File: src/verilog/vdps_pkg.sv
// constants and types shared by the valley / protection sequencer
package vdps_pkg;
  // ----------------------------------------------------------------
  // clock
  // ----------------------------------------------------------------
  localparam int CLK_HZ = 20000000; // core clock rate
  localparam int NS_PER_S = 1000000000;
  // ----------------------------------------------------------------
  // timing figures in their own units
  // ----------------------------------------------------------------
  localparam int TIMEOUT_NS = 6500; // valley time-out, 6.5 us
  localparam int MIN_OFF_US = 50; // start-up minimum off time
  localparam int STARTUP_MS = 8; // short level before min off applies
  localparam int UVP_MS = 90; // output under-voltage delay
  localparam int SOVP_PAUSE_US = 1400; // slow over-voltage pause 1.4 ms
  localparam int BO_OFF_MS = 25; // brown-out shutdown delay
  localparam int LOVP_RST_MS = 340; // line over-voltage release delay
  localparam int RECOVER_MS = 4000; // auto-recovery pause, 4 s
  // ----------------------------------------------------------------
  // derived cycle counts (least times round up, long ones down)
  // ----------------------------------------------------------------
  localparam int TIMEOUT_CYC = (TIMEOUT_NS * (CLK_HZ / 1000000)
    + 999) / 1000;
  localparam int MIN_OFF_CYC = MIN_OFF_US * (CLK_HZ / 1000000);
  localparam int SOVP_PAUSE_CYC = SOVP_PAUSE_US * (CLK_HZ / 1000000);
  localparam int STARTUP_CYC = STARTUP_MS * (CLK_HZ / 1000);
  localparam int UVP_CYC = UVP_MS * (CLK_HZ / 1000);
  localparam int BO_OFF_CYC = BO_OFF_MS * (CLK_HZ / 1000);
  localparam int LOVP_RST_CYC = LOVP_RST_MS * (CLK_HZ / 1000);
  localparam int RECOVER_CYC = RECOVER_MS * (CLK_HZ / 1000);
  // ----------------------------------------------------------------
  // over-voltage cycle counts
  // ----------------------------------------------------------------
  localparam int OVP_CONSEC = 4; // consecutive cycles, normal
  localparam int OVP2_FAST = 2; // cycles once slow trip has occurred
  localparam int CNT_W = 27; // counter width, holds 4 s
  // ----------------------------------------------------------------
  // states
  // ----------------------------------------------------------------
  typedef enum logic [2:0] {
    VDPS_OFF,     // brown-out or waiting for clean start
    VDPS_RUN,     // normal switching
    VDPS_SOVP,    // slow over-voltage pulsing
    VDPS_RECOVER, // auto-recovery pause
    VDPS_LOVP     // line over-voltage stop
  } vdps_state_t;
endpackage

File: src/verilog/vdps_core.sv
// valley detection, protection timers and gate-drive sequencer
// ------------------------------------------------------------------
// ------------------------------------------------------------------
`timescale 1ns/100ps
module vdps_core #(
  parameter int RECOVER_CYC = vdps_pkg::RECOVER_CYC,
  parameter int LOVP_RST_CYC = vdps_pkg::LOVP_RST_CYC,
  parameter int UVP_CYC = vdps_pkg::UVP_CYC,
  parameter int BO_OFF_CYC = vdps_pkg::BO_OFF_CYC,
  parameter int STARTUP_CYC = vdps_pkg::STARTUP_CYC,
  parameter int SOVP_PAUSE_CYC = vdps_pkg::SOVP_PAUSE_CYC,
  parameter int MIN_OFF_CYC = vdps_pkg::MIN_OFF_CYC,
  parameter int TIMEOUT_CYC = vdps_pkg::TIMEOUT_CYC,
  parameter int DT_W = 16, // dead-time count width
  parameter int ON_W = 10 // max on-time count width
) (
  // clock and reset
  input wire logic clock,
  input wire logic rst,
  // valley sense comparators
  input wire logic valley_sense_input, // high while above 55 mV
  input wire logic below_short_detect, // below short_detect_threshold
  input wire logic above_first_ovp, // sample above first_overvoltage_level
  input wire logic above_115, // sample above 115% of reference
  input wire logic below_105, // sample below 105% of reference
  input wire logic above_second_ovp, // sample above 130% of reference
  input wire logic sample_strobe, // one pulse per cycle, sample valid
  // current sense and compensation
  input wire logic peak_reached, // current sense hit setpoint
  input wire logic comp_below_895, // compensation below 895 mV
  input wire logic comp_above_913, // compensation above 913 mV
  input wire logic [DT_W-1:0] dead_time_cycles, // mapped 700-913 mV span
  input wire logic [ON_W-1:0] max_on_cycles, // from scaled reference
  // line sense comparators
  input wire logic above_brownout_on, // above brownout_on_level
  input wire logic below_brownout_off, // below brownout_off_level
  input wire logic above_line_ovp, // above line_overvoltage_level
  input wire logic below_line_release, // below release level
  // outputs
  output logic gate_drive_output, // gate-drive request
  output logic feedforward_enable, // line offset on current sense
  output logic standby_active, // peak frozen at standby_peak_level
  output logic reduced_setpoint, // compensation scaled down
  output logic output_undervoltage_fault, // one-cycle fault pulse
  output logic overvoltage_fault // one-cycle fast ovp pulse
);
  localparam int CW = vdps_pkg::CNT_W;

  // ----------------------------------------------------------------
  // input registers
  // ----------------------------------------------------------------
  logic vs_r, vs_d_r, short_r, ovp1_r, hi115_r, lo105_r, ovp2_r, smp_r;
  logic peak_r, c895_r, c913_r, bon_r, boff_r, lovp_r, lrel_r;

  // inputs are synchronous; one register stage aligns them
  always_ff @(posedge clock) begin
    if (rst) begin
      vs_r <= 1'b1;
      vs_d_r <= 1'b1;
      {short_r, ovp1_r, hi115_r, lo105_r, ovp2_r, smp_r} <= '0;
      {peak_r, c895_r, c913_r, bon_r, boff_r, lovp_r, lrel_r} <= '0;
    end else begin
      vs_r <= valley_sense_input;
      vs_d_r <= vs_r;
      short_r <= below_short_detect;
      ovp1_r <= above_first_ovp;
      hi115_r <= above_115;
      lo105_r <= below_105;
      ovp2_r <= above_second_ovp;
      smp_r <= sample_strobe;
      peak_r <= peak_reached;
      c895_r <= comp_below_895;
      c913_r <= comp_above_913;
      bon_r <= above_brownout_on;
      boff_r <= below_brownout_off;
      lovp_r <= above_line_ovp;
      lrel_r <= below_line_release;
    end
  end

  // ----------------------------------------------------------------
  // duration timers
  // ----------------------------------------------------------------
  logic state_run;
  logic uvp_done, start_done, bo_done, lrel_done, to_done;
  logic off_phase;

  vdps_timer #(.W(CW)) u_uvp (.clock(clock), .rst(rst),
    .run(short_r && state_run), .limit(CW'(UVP_CYC)),
    .done(uvp_done));
  vdps_timer #(.W(CW)) u_start (.clock(clock), .rst(rst),
    .run(short_r), .limit(CW'(STARTUP_CYC)), .done(start_done));
  vdps_timer #(.W(CW)) u_bo (.clock(clock), .rst(rst),
    .run(boff_r), .limit(CW'(BO_OFF_CYC)), .done(bo_done));
  vdps_timer #(.W(CW)) u_lrel (.clock(clock), .rst(rst),
    .run(lrel_r), .limit(CW'(LOVP_RST_CYC)), .done(lrel_done));
  vdps_timer #(.W(CW)) u_to (.clock(clock), .rst(rst),
    .run(!vs_r && off_phase), .limit(CW'(TIMEOUT_CYC)),
    .done(to_done));

  // ----------------------------------------------------------------
  // state machine
  // ----------------------------------------------------------------
  vdps_pkg::vdps_state_t state_r;
  logic [CW-1:0] wait_r; // recovery / pause counter
  logic [2:0] ovp1_cnt_r, ovp2_cnt_r; // consecutive sample counts
  logic slow_seen_r; // slow trip has happened
  logic restart_min_r; // restart after fault: min off if short
  logic fault_now, fast_trip;

  assign state_run = (state_r == vdps_pkg::VDPS_RUN) ||
                     (state_r == vdps_pkg::VDPS_SOVP);
  assign fast_trip = smp_r && ovp2_r &&
    (ovp2_cnt_r + 3'(1) >= (slow_seen_r ? 3'(vdps_pkg::OVP2_FAST)
                                        : 3'(vdps_pkg::OVP_CONSEC)));
  assign fault_now = uvp_done || fast_trip;

  // main sequencing; line faults take priority in every state except recovery, which ignores them
  always_ff @(posedge clock) begin
    if (rst) begin
      state_r <= vdps_pkg::VDPS_OFF;
      wait_r <= '0;
      restart_min_r <= 1'b0;
    end else begin
      case (state_r)
        vdps_pkg::VDPS_OFF: begin
          if (lovp_r) begin
            state_r <= vdps_pkg::VDPS_LOVP;
          end else if (bon_r) begin
            state_r <= vdps_pkg::VDPS_RUN;
          end
        end
        vdps_pkg::VDPS_RUN, vdps_pkg::VDPS_SOVP: begin
          wait_r <= wait_r + CW'(1);
          if (lovp_r) begin
            state_r <= vdps_pkg::VDPS_LOVP;
          end else if (bo_done) begin
            state_r <= vdps_pkg::VDPS_OFF;
          end else if (fault_now) begin
            state_r <= vdps_pkg::VDPS_RECOVER;
            wait_r <= '0;
          end else if (state_r == vdps_pkg::VDPS_RUN) begin
            if (smp_r && ovp1_r &&
                ovp1_cnt_r == 3'(vdps_pkg::OVP_CONSEC - 1)) begin
              state_r <= vdps_pkg::VDPS_SOVP;
              wait_r <= '0;
            end
          end else if (smp_r && lo105_r) begin
            state_r <= vdps_pkg::VDPS_RUN;
          end else if (smp_r && hi115_r) begin
            wait_r <= '0; // new 1.4 ms period per re-sample
          end
        end
        vdps_pkg::VDPS_RECOVER: begin
          wait_r <= wait_r + CW'(1);
          if (wait_r == CW'(RECOVER_CYC - 1)) begin
            state_r <= vdps_pkg::VDPS_OFF;
            restart_min_r <= 1'b1;
          end
        end
        default: begin // line over-voltage: wait for clean release
          if (lrel_done) begin
            state_r <= vdps_pkg::VDPS_OFF;
          end
        end
      endcase
      if (restart_min_r && state_run && !short_r) begin
        restart_min_r <= 1'b0;
      end
    end
  end

  // ----------------------------------------------------------------
  // over-voltage counting
  // ----------------------------------------------------------------
  // counts reset on any sample under the level: consecutive only
  always_ff @(posedge clock) begin
    if (rst || !state_run) begin
      ovp1_cnt_r <= '0;
      ovp2_cnt_r <= '0;
      if (rst || state_r == vdps_pkg::VDPS_RECOVER) begin
        slow_seen_r <= 1'b0;
      end
    end else if (smp_r) begin
      ovp1_cnt_r <= ovp1_r ? ovp1_cnt_r + 3'(1) : '0;
      ovp2_cnt_r <= ovp2_r ? ovp2_cnt_r + 3'(1) : '0;
      if (state_r == vdps_pkg::VDPS_SOVP) begin
        slow_seen_r <= 1'b1;
      end
    end
  end

  // ----------------------------------------------------------------
  // standby hysteresis
  // ----------------------------------------------------------------
  logic stby_r;
  always_ff @(posedge clock) begin
    if (rst) begin
      stby_r <= 1'b0;
    end else if (c913_r) begin
      stby_r <= 1'b0;
    end else if (c895_r) begin
      stby_r <= 1'b1;
    end
  end

  // ----------------------------------------------------------------
  // switching cycle: on phase, then off phase with holds
  // ----------------------------------------------------------------
  logic drv_r;
  logic [ON_W-1:0] on_cnt_r;
  logic [CW-1:0] off_cnt_r; // cycles since drive fell
  logic valley_ev, hold_ok, min_off_need;

  assign off_phase = state_run && !drv_r;
  assign valley_ev = vs_d_r && !vs_r; // falling edge
  assign min_off_need = short_r && (start_done || restart_min_r);
  // every active hold must have expired before a new set
  assign hold_ok =
    (!min_off_need || off_cnt_r >= CW'(MIN_OFF_CYC)) &&
    (!stby_r || off_cnt_r >= CW'(dead_time_cycles)) &&
    (state_r != vdps_pkg::VDPS_SOVP ||
     wait_r >= CW'(SOVP_PAUSE_CYC));

  // drive latch: set by valley or time-out, reset by peak or max on
  always_ff @(posedge clock) begin
    if (rst || !state_run || lovp_r || fault_now) begin
      drv_r <= 1'b0;
      on_cnt_r <= '0;
      off_cnt_r <= '0;
    end else if (drv_r) begin
      on_cnt_r <= on_cnt_r + ON_W'(1);
      if (peak_r || on_cnt_r >= max_on_cycles) begin
        drv_r <= 1'b0;
        off_cnt_r <= '0;
      end
    end else begin
      if (off_cnt_r != '1) begin
        off_cnt_r <= off_cnt_r + CW'(1);
      end
      if ((valley_ev || to_done) && hold_ok) begin
        drv_r <= 1'b1; // time-out counts as a valley
        on_cnt_r <= '0;
      end
    end
  end

  // ----------------------------------------------------------------
  // outputs
  // ----------------------------------------------------------------
  logic uvp_r, ovf_r;
  always_ff @(posedge clock) begin
    if (rst) begin
      uvp_r <= 1'b0;
      ovf_r <= 1'b0;
    end else begin
      uvp_r <= state_run && uvp_done && !lovp_r && !bo_done;
      ovf_r <= state_run && fast_trip && !uvp_done;
    end
  end

  assign gate_drive_output = drv_r;
  assign feedforward_enable = drv_r; // on-time only, any load
  assign standby_active = stby_r;
  assign reduced_setpoint = (state_r == vdps_pkg::VDPS_SOVP);
  assign output_undervoltage_fault = uvp_r;
  assign overvoltage_fault = ovf_r;
endmodule

File: src/verilog/vdps_timer.sv
// saturating level-duration timer with a terminal flag
`timescale 1ns/100ps
module vdps_timer #(
  parameter int W = 27
) (
  // clock and reset
  input wire logic clock,
  input wire logic rst,
  // control
  input wire logic run, // counts while high, clears when low
  input wire logic [W-1:0] limit, // count at which done rises
  // status
  output logic done // level: run held for limit cycles
);
  logic [W-1:0] cnt_r; // elapsed cycles

  // ----------------------------------------------------------------
  // counter
  // ----------------------------------------------------------------
  // saturates so a long level never wraps back to zero
  always_ff @(posedge clock) begin
    if (rst || !run) begin
      cnt_r <= '0;
    end else if (cnt_r != limit) begin
      cnt_r <= cnt_r + W'(1);
    end
  end

  assign done = run && (cnt_r == limit);
endmodule
File: config.mk
export PLATFORM = sky130hd
export DESIGN_NAME = vdps_core
export DESIGN_NICKNAME = d
export VERILOG_FILES = /design/src/verilog/vdps_pkg.sv /design/src/verilog/vdps_core.sv /design/src/verilog/vdps_timer.sv
export SDC_FILE = /design/constraint.sdc
export NUM_CORES = 1
export LEC_CHECK = 0
export BUFFER_PORTS_ARGS = -buffer_cell sky130_fd_sc_hd__buf_4
export CAP_MARGIN = 10
export CORE_ASPECT_RATIO = 0.75
export CORE_MARGIN = 2
export CORE_UTILIZATION = 40
export CTS_CLUSTER_DIAMETER = 30
export DETAILED_ROUTE_END_ITERATION = 7
export REMOVE_ABC_BUFFERS = 1
export SLEW_MARGIN = 10
export SYNTH_ARGS = -nofsm -noshare
export SYNTH_HDL_FRONTEND = slang
export SYNTH_SLANG_ARGS = --single-unit
export TNS_END_PERCENT = 20
File: constraint.sdc
create_clock -name clock -period 2.9 [get_ports clock]
set_input_delay 0.29 -clock clock [delete_from_list [all_inputs] [get_ports clock]]
set_output_delay 0.29 -clock clock [all_outputs]
set_load 0.05 [all_outputs]
# Yosys cells after proc, flatten, opt, wreduce, memory -nomap -nowiden
# Index checks and enable logic that the tools add are counted.
# Widths: inputs -> output; s select.
[totals] regBits=229 wordCells=174 inputBits=42 output_inout_bits=6
[op_classes] eq_ne=23 magnitude_cmp=5 addsub=10 n_mux=34 n_reduce_logical=70
[op_table] cell="$mux 27" n=10
[op_table] cell="$add 27x1->27 const B" n=7
[op_table] cell="$pmux 27 s2" n=1
[op_table] cell="$mux 3" n=13
[op_table] cell="$eq 27x18->1 const B" n=1
[op_table] cell="$eq 27x19->1 const B" n=1
[op_table] cell="$eq 27x21->1 const B" n=1
[op_table] cell="$eq 27x23->1 const B" n=1
[op_table] cell="$eq 27x27->1 const B" n=1
[op_table] cell="$eq 27x8->1 const B" n=1
[op_table] cell="$ge 27x10->1 const B" n=1
[op_table] cell="$ge 27x15->1 const B" n=1
[op_table] cell="$ge 27x16->1" n=1
[op_table] cell="$ne 27x18->1 const B" n=1
[op_table] cell="$ne 27x19->1 const B" n=1
[op_table] cell="$ne 27x21->1 const B" n=1
[op_table] cell="$ne 27x23->1 const B" n=1
[op_table] cell="$ne 27x27->1 const B" n=1
[op_table] cell="$ne 27x8->1 const B" n=1
[op_table] cell="$logic_and 1x1->1" n=26
[op_table] cell="$mux 10" n=2
[op_table] cell="$logic_or 1x1->1" n=17
[op_table] cell="$logic_not 1->1" n=13
[op_table] cell="$ne 6x6->1 const B" n=2
[op_table] cell="other kinds (19)" n=36

# Logic depth before layout (Yosys ltp)
# Gate-level depths: netlist of run 1.
[logic_depth] ltp_word=11 mapped_depth=11 mapped_depth_nobuf=10

# By module
# A second synthesis of run 1 with hierarchy kept.
[unflattened] cells_unflattened=1633 area_unflattened_um2=13756.9
[by_module_without_submodules] module="vdps_timer" area_per_inst_um2=1689.1 cells_per_inst=203 n_inst=5
[by_module_without_submodules] module="vdps_core" area_per_inst_um2=5311.3 cells_per_inst=618 n_inst=1

# Worst setup path before layout of run 1
# Ideal clock, no wire load.
[synth_path] path_kind="register -> register" startpoint="reg ovp2_cnt_r[0]" endpoint="reg off_cnt_r[7]" t_arrival_ns=2.642 path_slack_ns=0.198 period_less_slack_ns=2.702 path_stages_with_launch=12 n_path_buf=1 required_time_ns=2.840 path_cell_list="dfxtp_1 > ha_1 > xor2_1 > ha_1 > and3_1 > a32oi_2 > o21ai_1 > or3_1 > or2_1 > buf_2 > or4_1 > nand2_1"
[synth_via] elab_chain_len=5
[synth_rtl] element="from (decl)" line="vdps_core.sv:106" rtl="logic [2:0] ovp1_cnt_r, ovp2_cnt_r;"
[synth_rtl] element="from (signal assigned)" line="vdps_core.sv:186" rtl="ovp2_cnt_r <= ovp2_r ? ovp2_cnt_r + 3'(1) : '0;"
[synth_rtl] element="$add 3x1->3" line="vdps_core.sv:114" rtl="(ovp2_cnt_r + 3'(1) >= (slow_seen_r ? 3'(vdps_pkg::OVP2_FAST)"
[synth_rtl] element="$ge 3x3->1" line="vdps_core.sv:114"
[synth_rtl] element="$logic_and 1x1->1" line="vdps_core.sv:113" rtl="assign fast_trip = smp_r && ovp2_r &&"
[synth_rtl] element="$logic_or 1x1->1" line="vdps_core.sv:116" rtl="assign fault_now = uvp_done || fast_trip;"
[synth_rtl] element="$logic_or 1x1->1" line="vdps_core.sv:227" rtl="if (rst || !state_run || lovp_r || fault_now) begin"
[synth_rtl] element="to (signal assigned)" line="vdps_core.sv:239" rtl="off_cnt_r <= off_cnt_r + CW'(1);"
[synth_rtl] element="to (decl)" line="vdps_core.sv:212" rtl="logic [CW-1:0] off_cnt_r;"
# Every way passes these cells.
# A chain may end at the register's enable or synchronous reset.

# Final worst setup path of run 1
# Ends and elaborated chain as after synthesis.

==> impl_metrics.env, run 1 <==
export IMPL_rows=52
export IMPL_synth_edf_count=1
export IMPL_wl_mm=25.3
export IMPL_synth_top_cell_by_area="dfxtp_1"
export IMPL_synth_area_top_cells="dfxtp_1 41%, xor2_1 8.7%, nor2_1 6.4%, ha_1 5.2%, nand3_1 3.6%"
export IMPL_async_flop_share_pct=0
export IMPL_crit_type="reg2reg"
export IMPL_grt_overflow=0
export IMPL_final_util_pct=50.1
export IMPL_area_growth_pct=22.2
export IMPL_ys_warn_count=0
export IMPL_slew_viol_final=0
export IMPL_required_ns=3.37
export IMPL_h_tree_depth=2
export IMPL_synth_yosys_seq_area_share_pct=41.2
export IMPL_cts_sinks=229
export IMPL_root_buffer="clkbuf_16"
export IMPL_core_um2=27200
export IMPL_tightestPinTransition_ns=0.948
export IMPL_start_kind="flip-flop"
export IMPL_ant_nets=0
export IMPL_synth_most_common_cell="dfxtp_1"
export IMPL_grtUsageTotal_pct=17.8
export IMPL_cts_tree="yes"
export IMPL_whs_ns=0.0146
export IMPL_clock_latency_ns=0.52
export IMPL_io_buffer_count=47
export IMPL_max_slew_margin_pct=36.7
export IMPL_path_clk_slew_ns=0.05
export IMPL_die_w_um=197
export IMPL_grt_max_degree=28
export IMPL_layout_drive_gt1_share_pct=11.8
export IMPL_powerDensity_nw_per_um2=640
export IMPL_finalCriticalPeriod_ns=2.75
export IMPL_dp_hpwl_mm=17.3
export IMPL_place_area_um2=12000
export IMPL_postSynthCellCount=1311
export IMPL_io_pins=48
export IMPL_p_leak_nw=5.02
export IMPL_grt_pass1_wl_mm=43.1
export IMPL_hold_viol=0
export IMPL_hold_class="in2reg"
export IMPL_timing_fmax_mhz=364
export IMPL_dieArea_um2=29200
export IMPL_via_per_inst=5.17
export IMPL_worst_ep_arrival_time_ns=3.22
export IMPL_cts_buffer_depth=3
export IMPL_diodes=0
export IMPL_yosysTopAreaCellShare_pct=41.0
export IMPL_drc_errors=0
export IMPL_wl_per_cell_um=14.2
export IMPL_status="completed"
export IMPL_synth_seq_cells=229
export IMPL_routabilityCongestion=0.828
export IMPL_start_util_pct=41.0
export IMPL_ys_flop_type="dfxtp_1"
export IMPL_place_ws_ns=0.0104
export IMPL_syn_area_um2=11100
export IMPL_die_h_um=149
export IMPL_fin_tns_setup_ns=0
export IMPL_period_share_pct=94.8
export IMPL_ys_types=67
export IMPL_drv_cap=0
export IMPL_yosys_top_cells_count="228 x dfxtp_1, 190 x nor2_1, 111 x xor2_1"
export IMPL_finClkSkew_ns=0.0125
export IMPL_timing_final_ws_setup_ns=0.150
export IMPL_vias=9236
export IMPL_end_kind="flip-flop"
export IMPL_finalSetupViolCount=0
export IMPL_final_area_um2=13600
export IMPL_grt_pass1_vias=8773
export IMPL_avgSynthCellArea_um2=8.50
export IMPL_fillers=2575
export IMPL_critPathMaxFanout=4
export IMPL_cts_buffers=44
export IMPL_dr_pass1_iters=4
export IMPL_antenna_found_initial=2
export IMPL_final_net_count=1490
export IMPL_vdd_drop_max_v=0.000366
export IMPL_drtIter0Drc=505
==> where the power goes <==
part	total (mW)	switching [mW]	leakage, nW	internal [mW]
Combinational	0.377	0.220	2.43	0.157
Clock	5.12	1.62	0.739	3.50
Sequential	3.22	0.0308	1.85	3.19
==> worst max-delay path: stages, from the launching register on <==
cell and delay (ns):
dfxtp_2 0.33, ha_1 0.23, xor2_2 0.16, ha_1 0.26, and3_1 0.20, a32oi_2 0.21
o21ai_1 0.10, or3_4 0.36, or2_1 0.28, or4_1 0.51, nand2_1 0.08
==> final timing paths <==
kind	from	to	slack (ns)	cells past startpoint
setup / recovery	ovp2_cnt_r[0]	off_cnt_r[7]	0.15	10
hold / removal	below_short_detect	short_r	0.01	2
setup reg to reg	ovp2_cnt_r[0]	off_cnt_r[7]	0.15	10
hold reg to reg	c913_r	standby_active	0.39	1
==> cells by family after synthesis <==
logic type	synth area share, %
muxes	0.359
AOI/OAI and AO/OA	8.86
adders and majority gates	5.16
buffers and inverters	3.56
and+or+nand+nor	28.8
xor gates and xnor gates	12.0
DFF	41.2
==> metrics by stage <==
stage               cells  total power, mW
floorplan            1270             3.48
global placement     1697             3.64
detailed placement   1697             3.64
CTS                  1785             8.84
global route         1786             9.03
finish               1786             8.72
==> state kept, by name, indices dropped and copies added (netlist names), 3 cells and up <==
signal and flops:
u_to.cnt_r 27, on_cnt_r 10, ovp1_cnt_r 3, wait_r 27, u_start.cnt_r 27, u_bo.cnt_r 27, u_uvp.cnt_r 27, u_lrel.cnt_r 27
off_cnt_r 27, state_r 3, ovp2_cnt_r 3
==> layout by cell type, fill, tap and decap left out, types with 30 or more instances in the layout <==
cell type,netlist,layout
nor2_1,190,189
ha_1,46,46
inv_1,57,57
xor2_1,111,110
nand3_1,81,81
clkbuf_16,0,45
a21oi_1,47,46
nand4_1,43,43
xnor2_1,40,40
and3_1,33,33
nand2_1,100,100
o21ai_0,30,30
buf_4,2,75
dfxtp_1,228,227
==> layer usage <==
layer / global-route usage, % / part of all wire (%) / vias up
met5: 0 / 0 / -
met4: 6.02 / 2.3 / 0
met3: 3.70 / 4.2 / 44
met2: 25.6 / 40 / 143
met1: 26.2 / 53 / 4282
li1: - / - / 4767
==> final cells by class <==
type	instances	area, µm²	share of cell area [%]
multi-input combinational	982	6180	45.4
sequential	229	4600	33.7
clock buffer	59	1240	9.10
timing repair buffer	86	684	5.03
tap	351	439	3.22
clock inverter	20	259	1.90
inverter	59	221	1.63
==> repair_timing <==
action | in CTS | in global routing
pin swaps | 0 | 1
hold buffers | 9 | 0
endpoints found under the setup margin | 1 | 8
resized for setup | 1 | 6
hold endpoints to repair | 9 | 0
setup buffers | 0 | 1
(Power assumes the default switching activity.)
==> run 2, diff against run 1 <==
==> constraint.sdc (replaced) <==
create_clock -name clock -period 2.6 [get_ports clock]
set_input_delay 0.26 -clock clock [delete_from_list [all_inputs] [get_ports clock]]
set_output_delay 0.26 -clock clock [all_outputs]
set_load 0.05 [all_outputs]
==> run 2 against run 1 <==
  * The flow now finishes with violations (setup timing)
  * Final area is 3.5% higher
  * Register-to-register slack worse by 0.19 ns
  * Hold slack better by 0.10 ns
  * Combinational power is 26% higher
  * Die area stayed put
  * First-iteration DRC count is 0.20% lower
  * Count of clock-buffer cells in the layout is 2 lower
  * Highest routed layer unchanged
  * Critical endpoint unchanged
==> impl_metrics.env, run 2 (synthesis gave the netlist of run 1 again) <==
export IMPL_finClkSkew_ns=0.0106
export IMPL_final_seq_area_um2=4600
export IMPL_layout_drive_gt1_share_pct=15.4
export IMPL_grt_pass1_vias=9010
export IMPL_fin_tns_setup_ns=-0.0626
export IMPL_grt_overflow=0
export IMPL_status="finished with violations"
export IMPL_drv_cap=0
export IMPL_clock_latency_ns=0.53
export IMPL_p_leak_nw=5.27
export IMPL_finalCriticalPeriod_ns=2.64
export IMPL_path_clk_slew_ns=0.05
export IMPL_period_share_pct=102
export IMPL_place_area_um2=12200
export IMPL_required_ns=3.08
export IMPL_finalSetupViolCount=3
export IMPL_hold_class="in2reg"
export IMPL_cts_sinks=229
export IMPL_drc_errors=0
export IMPL_root_buffer="clkbuf_16"
export IMPL_grt_max_degree=28
export IMPL_grtUsageTotal_pct=18.1
export IMPL_hold_viol=0
export IMPL_routabilityCongestion=0.791
export IMPL_powerDensity_nw_per_um2=709
export IMPL_wl_per_cell_um=14.2
export IMPL_end_kind="flip-flop"
export IMPL_timing_fmax_mhz=378
export IMPL_drtIter0Drc=504
export IMPL_final_area_um2=14100
export IMPL_final_common_cell="dfxtp_1"
export IMPL_slew_viol_final=0
export IMPL_area_growth_pct=26.5
export IMPL_crit_type="reg2reg"
export IMPL_timing_final_ws_setup_ns=-0.0441
export IMPL_dp_hpwl_mm=17.8
export IMPL_final_net_count=1533
export IMPL_multi_input_area_um2=6240
export IMPL_cts_tree="yes"
export IMPL_die_h_um=149
export IMPL_die_w_um=197
export IMPL_dieArea_um2=29200
export IMPL_dr_pass1_iters=4
export IMPL_start_util_pct=41.0
export IMPL_final_cell_mix="226 x dfxtp_1, 189 x nor2_1, 111 x buf_4, 110 x xor2_1, 100 x nand2_1"
export IMPL_grt_pass1_wl_mm=44.0
export IMPL_cts_buffers=46
export IMPL_io_buffer_count=47
export IMPL_core_um2=27200
export IMPL_via_per_inst=5.13
export IMPL_rows=52
export IMPL_tightestPinTransition_ns=0.924
export IMPL_violations="setup timing"
export IMPL_rsz0062_at_grt="true"
export IMPL_max_slew_margin_pct=38.2
export IMPL_vias=9402
export IMPL_power_mw=10.0
export IMPL_ant_nets=0
export IMPL_antenna_found_initial=0
export IMPL_wl_mm=26.0
export IMPL_critPathMaxFanout=4
export IMPL_cts_buffer_depth=3
export IMPL_diodes=0
export IMPL_h_tree_depth=2
export IMPL_start_kind="flip-flop"
export IMPL_io_pins=48
export IMPL_vdd_drop_max_v=0.000563
export IMPL_worst_ep_arrival_time_ns=3.12
export IMPL_fillers=2529
## run 2: cell types whose count changed in the layout (fill, tap and decap cells not counted), sizes merged, moves of 3 or more
cell / change
clkinv: +3
clkinvlp: +5
inv: +3
dlygate4sd3: +5
buf: +36
## run 2: cell type report
type / count / share of cell area [%]
Multi-Input combinational cell: 982 / 44.3
Sequential cell: 229 / 32.6
Clock buffer: 57 / 9.27
Timing Repair Buffer: 127 / 7.13
Tap cell: 351 / 3.12
Clock inverter: 29 / 2.02
Inverter: 59 / 1.57
## run 2: what timing repair did
item,in CTS,in global routing
hold buffers,14,0
buffers inserted,3,1
gates cloned,0,0
gates resized for setup,11,9
pin swaps,11,9
hold endpoints to repair,14,0
endpoints found under the setup margin,8,55
## run 2: per-layer routing
layer	routed length (µm)	GRT usage [%]	vias up	part of all wire [%]
li1	-	-	4849	-
met5	0	0	-	0
met3	1050	3.74	41	4.0
met2	10600	26.0	137	41
met1	13900	26.7	4375	53
met4	515	5.83	0	2.0
## run 2: final timing paths
path	start	slack [ns]	endpoint	depth (start not counted)
worst max-delay path	ovp2_cnt_r[0]	-0.04	off_cnt_r[7]	10
worst min-delay path	rst	0.12	state_r[0]	3
worst max register to register	ovp2_cnt_r[0]	-0.04	off_cnt_r[7]	10
worst min register to register	c913_r	0.39	standby_active	1
## run 2: metrics by stage
stage / cells / hold WS (ns) / utilization, % / setup slack (ns)
2_1_floorplan: 1270 / 0.329 / - / -0.749
3_3_place_gp: 1730 / 0.378 / 45.0 / -0.0757
3_5_place_dp: 1730 / 0.389 / 45.0 / -0.126
4_1_cts: 1833 / 0.100 / 51.6 / -0.0708
5_1_grt: 1834 / 0.109 / 51.8 / -0.145
6_report: 1834 / 0.115 / 51.8 / -0.0441
## run 2: power by group
group          total (mW)  leakage [nW]  internal [mW]  switching, mW
clock                5.93         0.774           3.97           1.96
sequential           3.59          1.85           3.55         0.0354
combinational       0.475          2.65          0.217          0.257
total                10.0          5.27           7.74           2.26
## run 2: critical path, stage by stage, from the launching register on
cell and delay (ns):
dfxtp_2 0.33, ha_4 0.16, xor2_2 0.15, ha_1 0.27, and3_4 0.18, a32oi_2 0.18, o21ai_1 0.11, or3_4 0.36
or2_4 0.27, or4_1 0.49, nand2_1 0.07
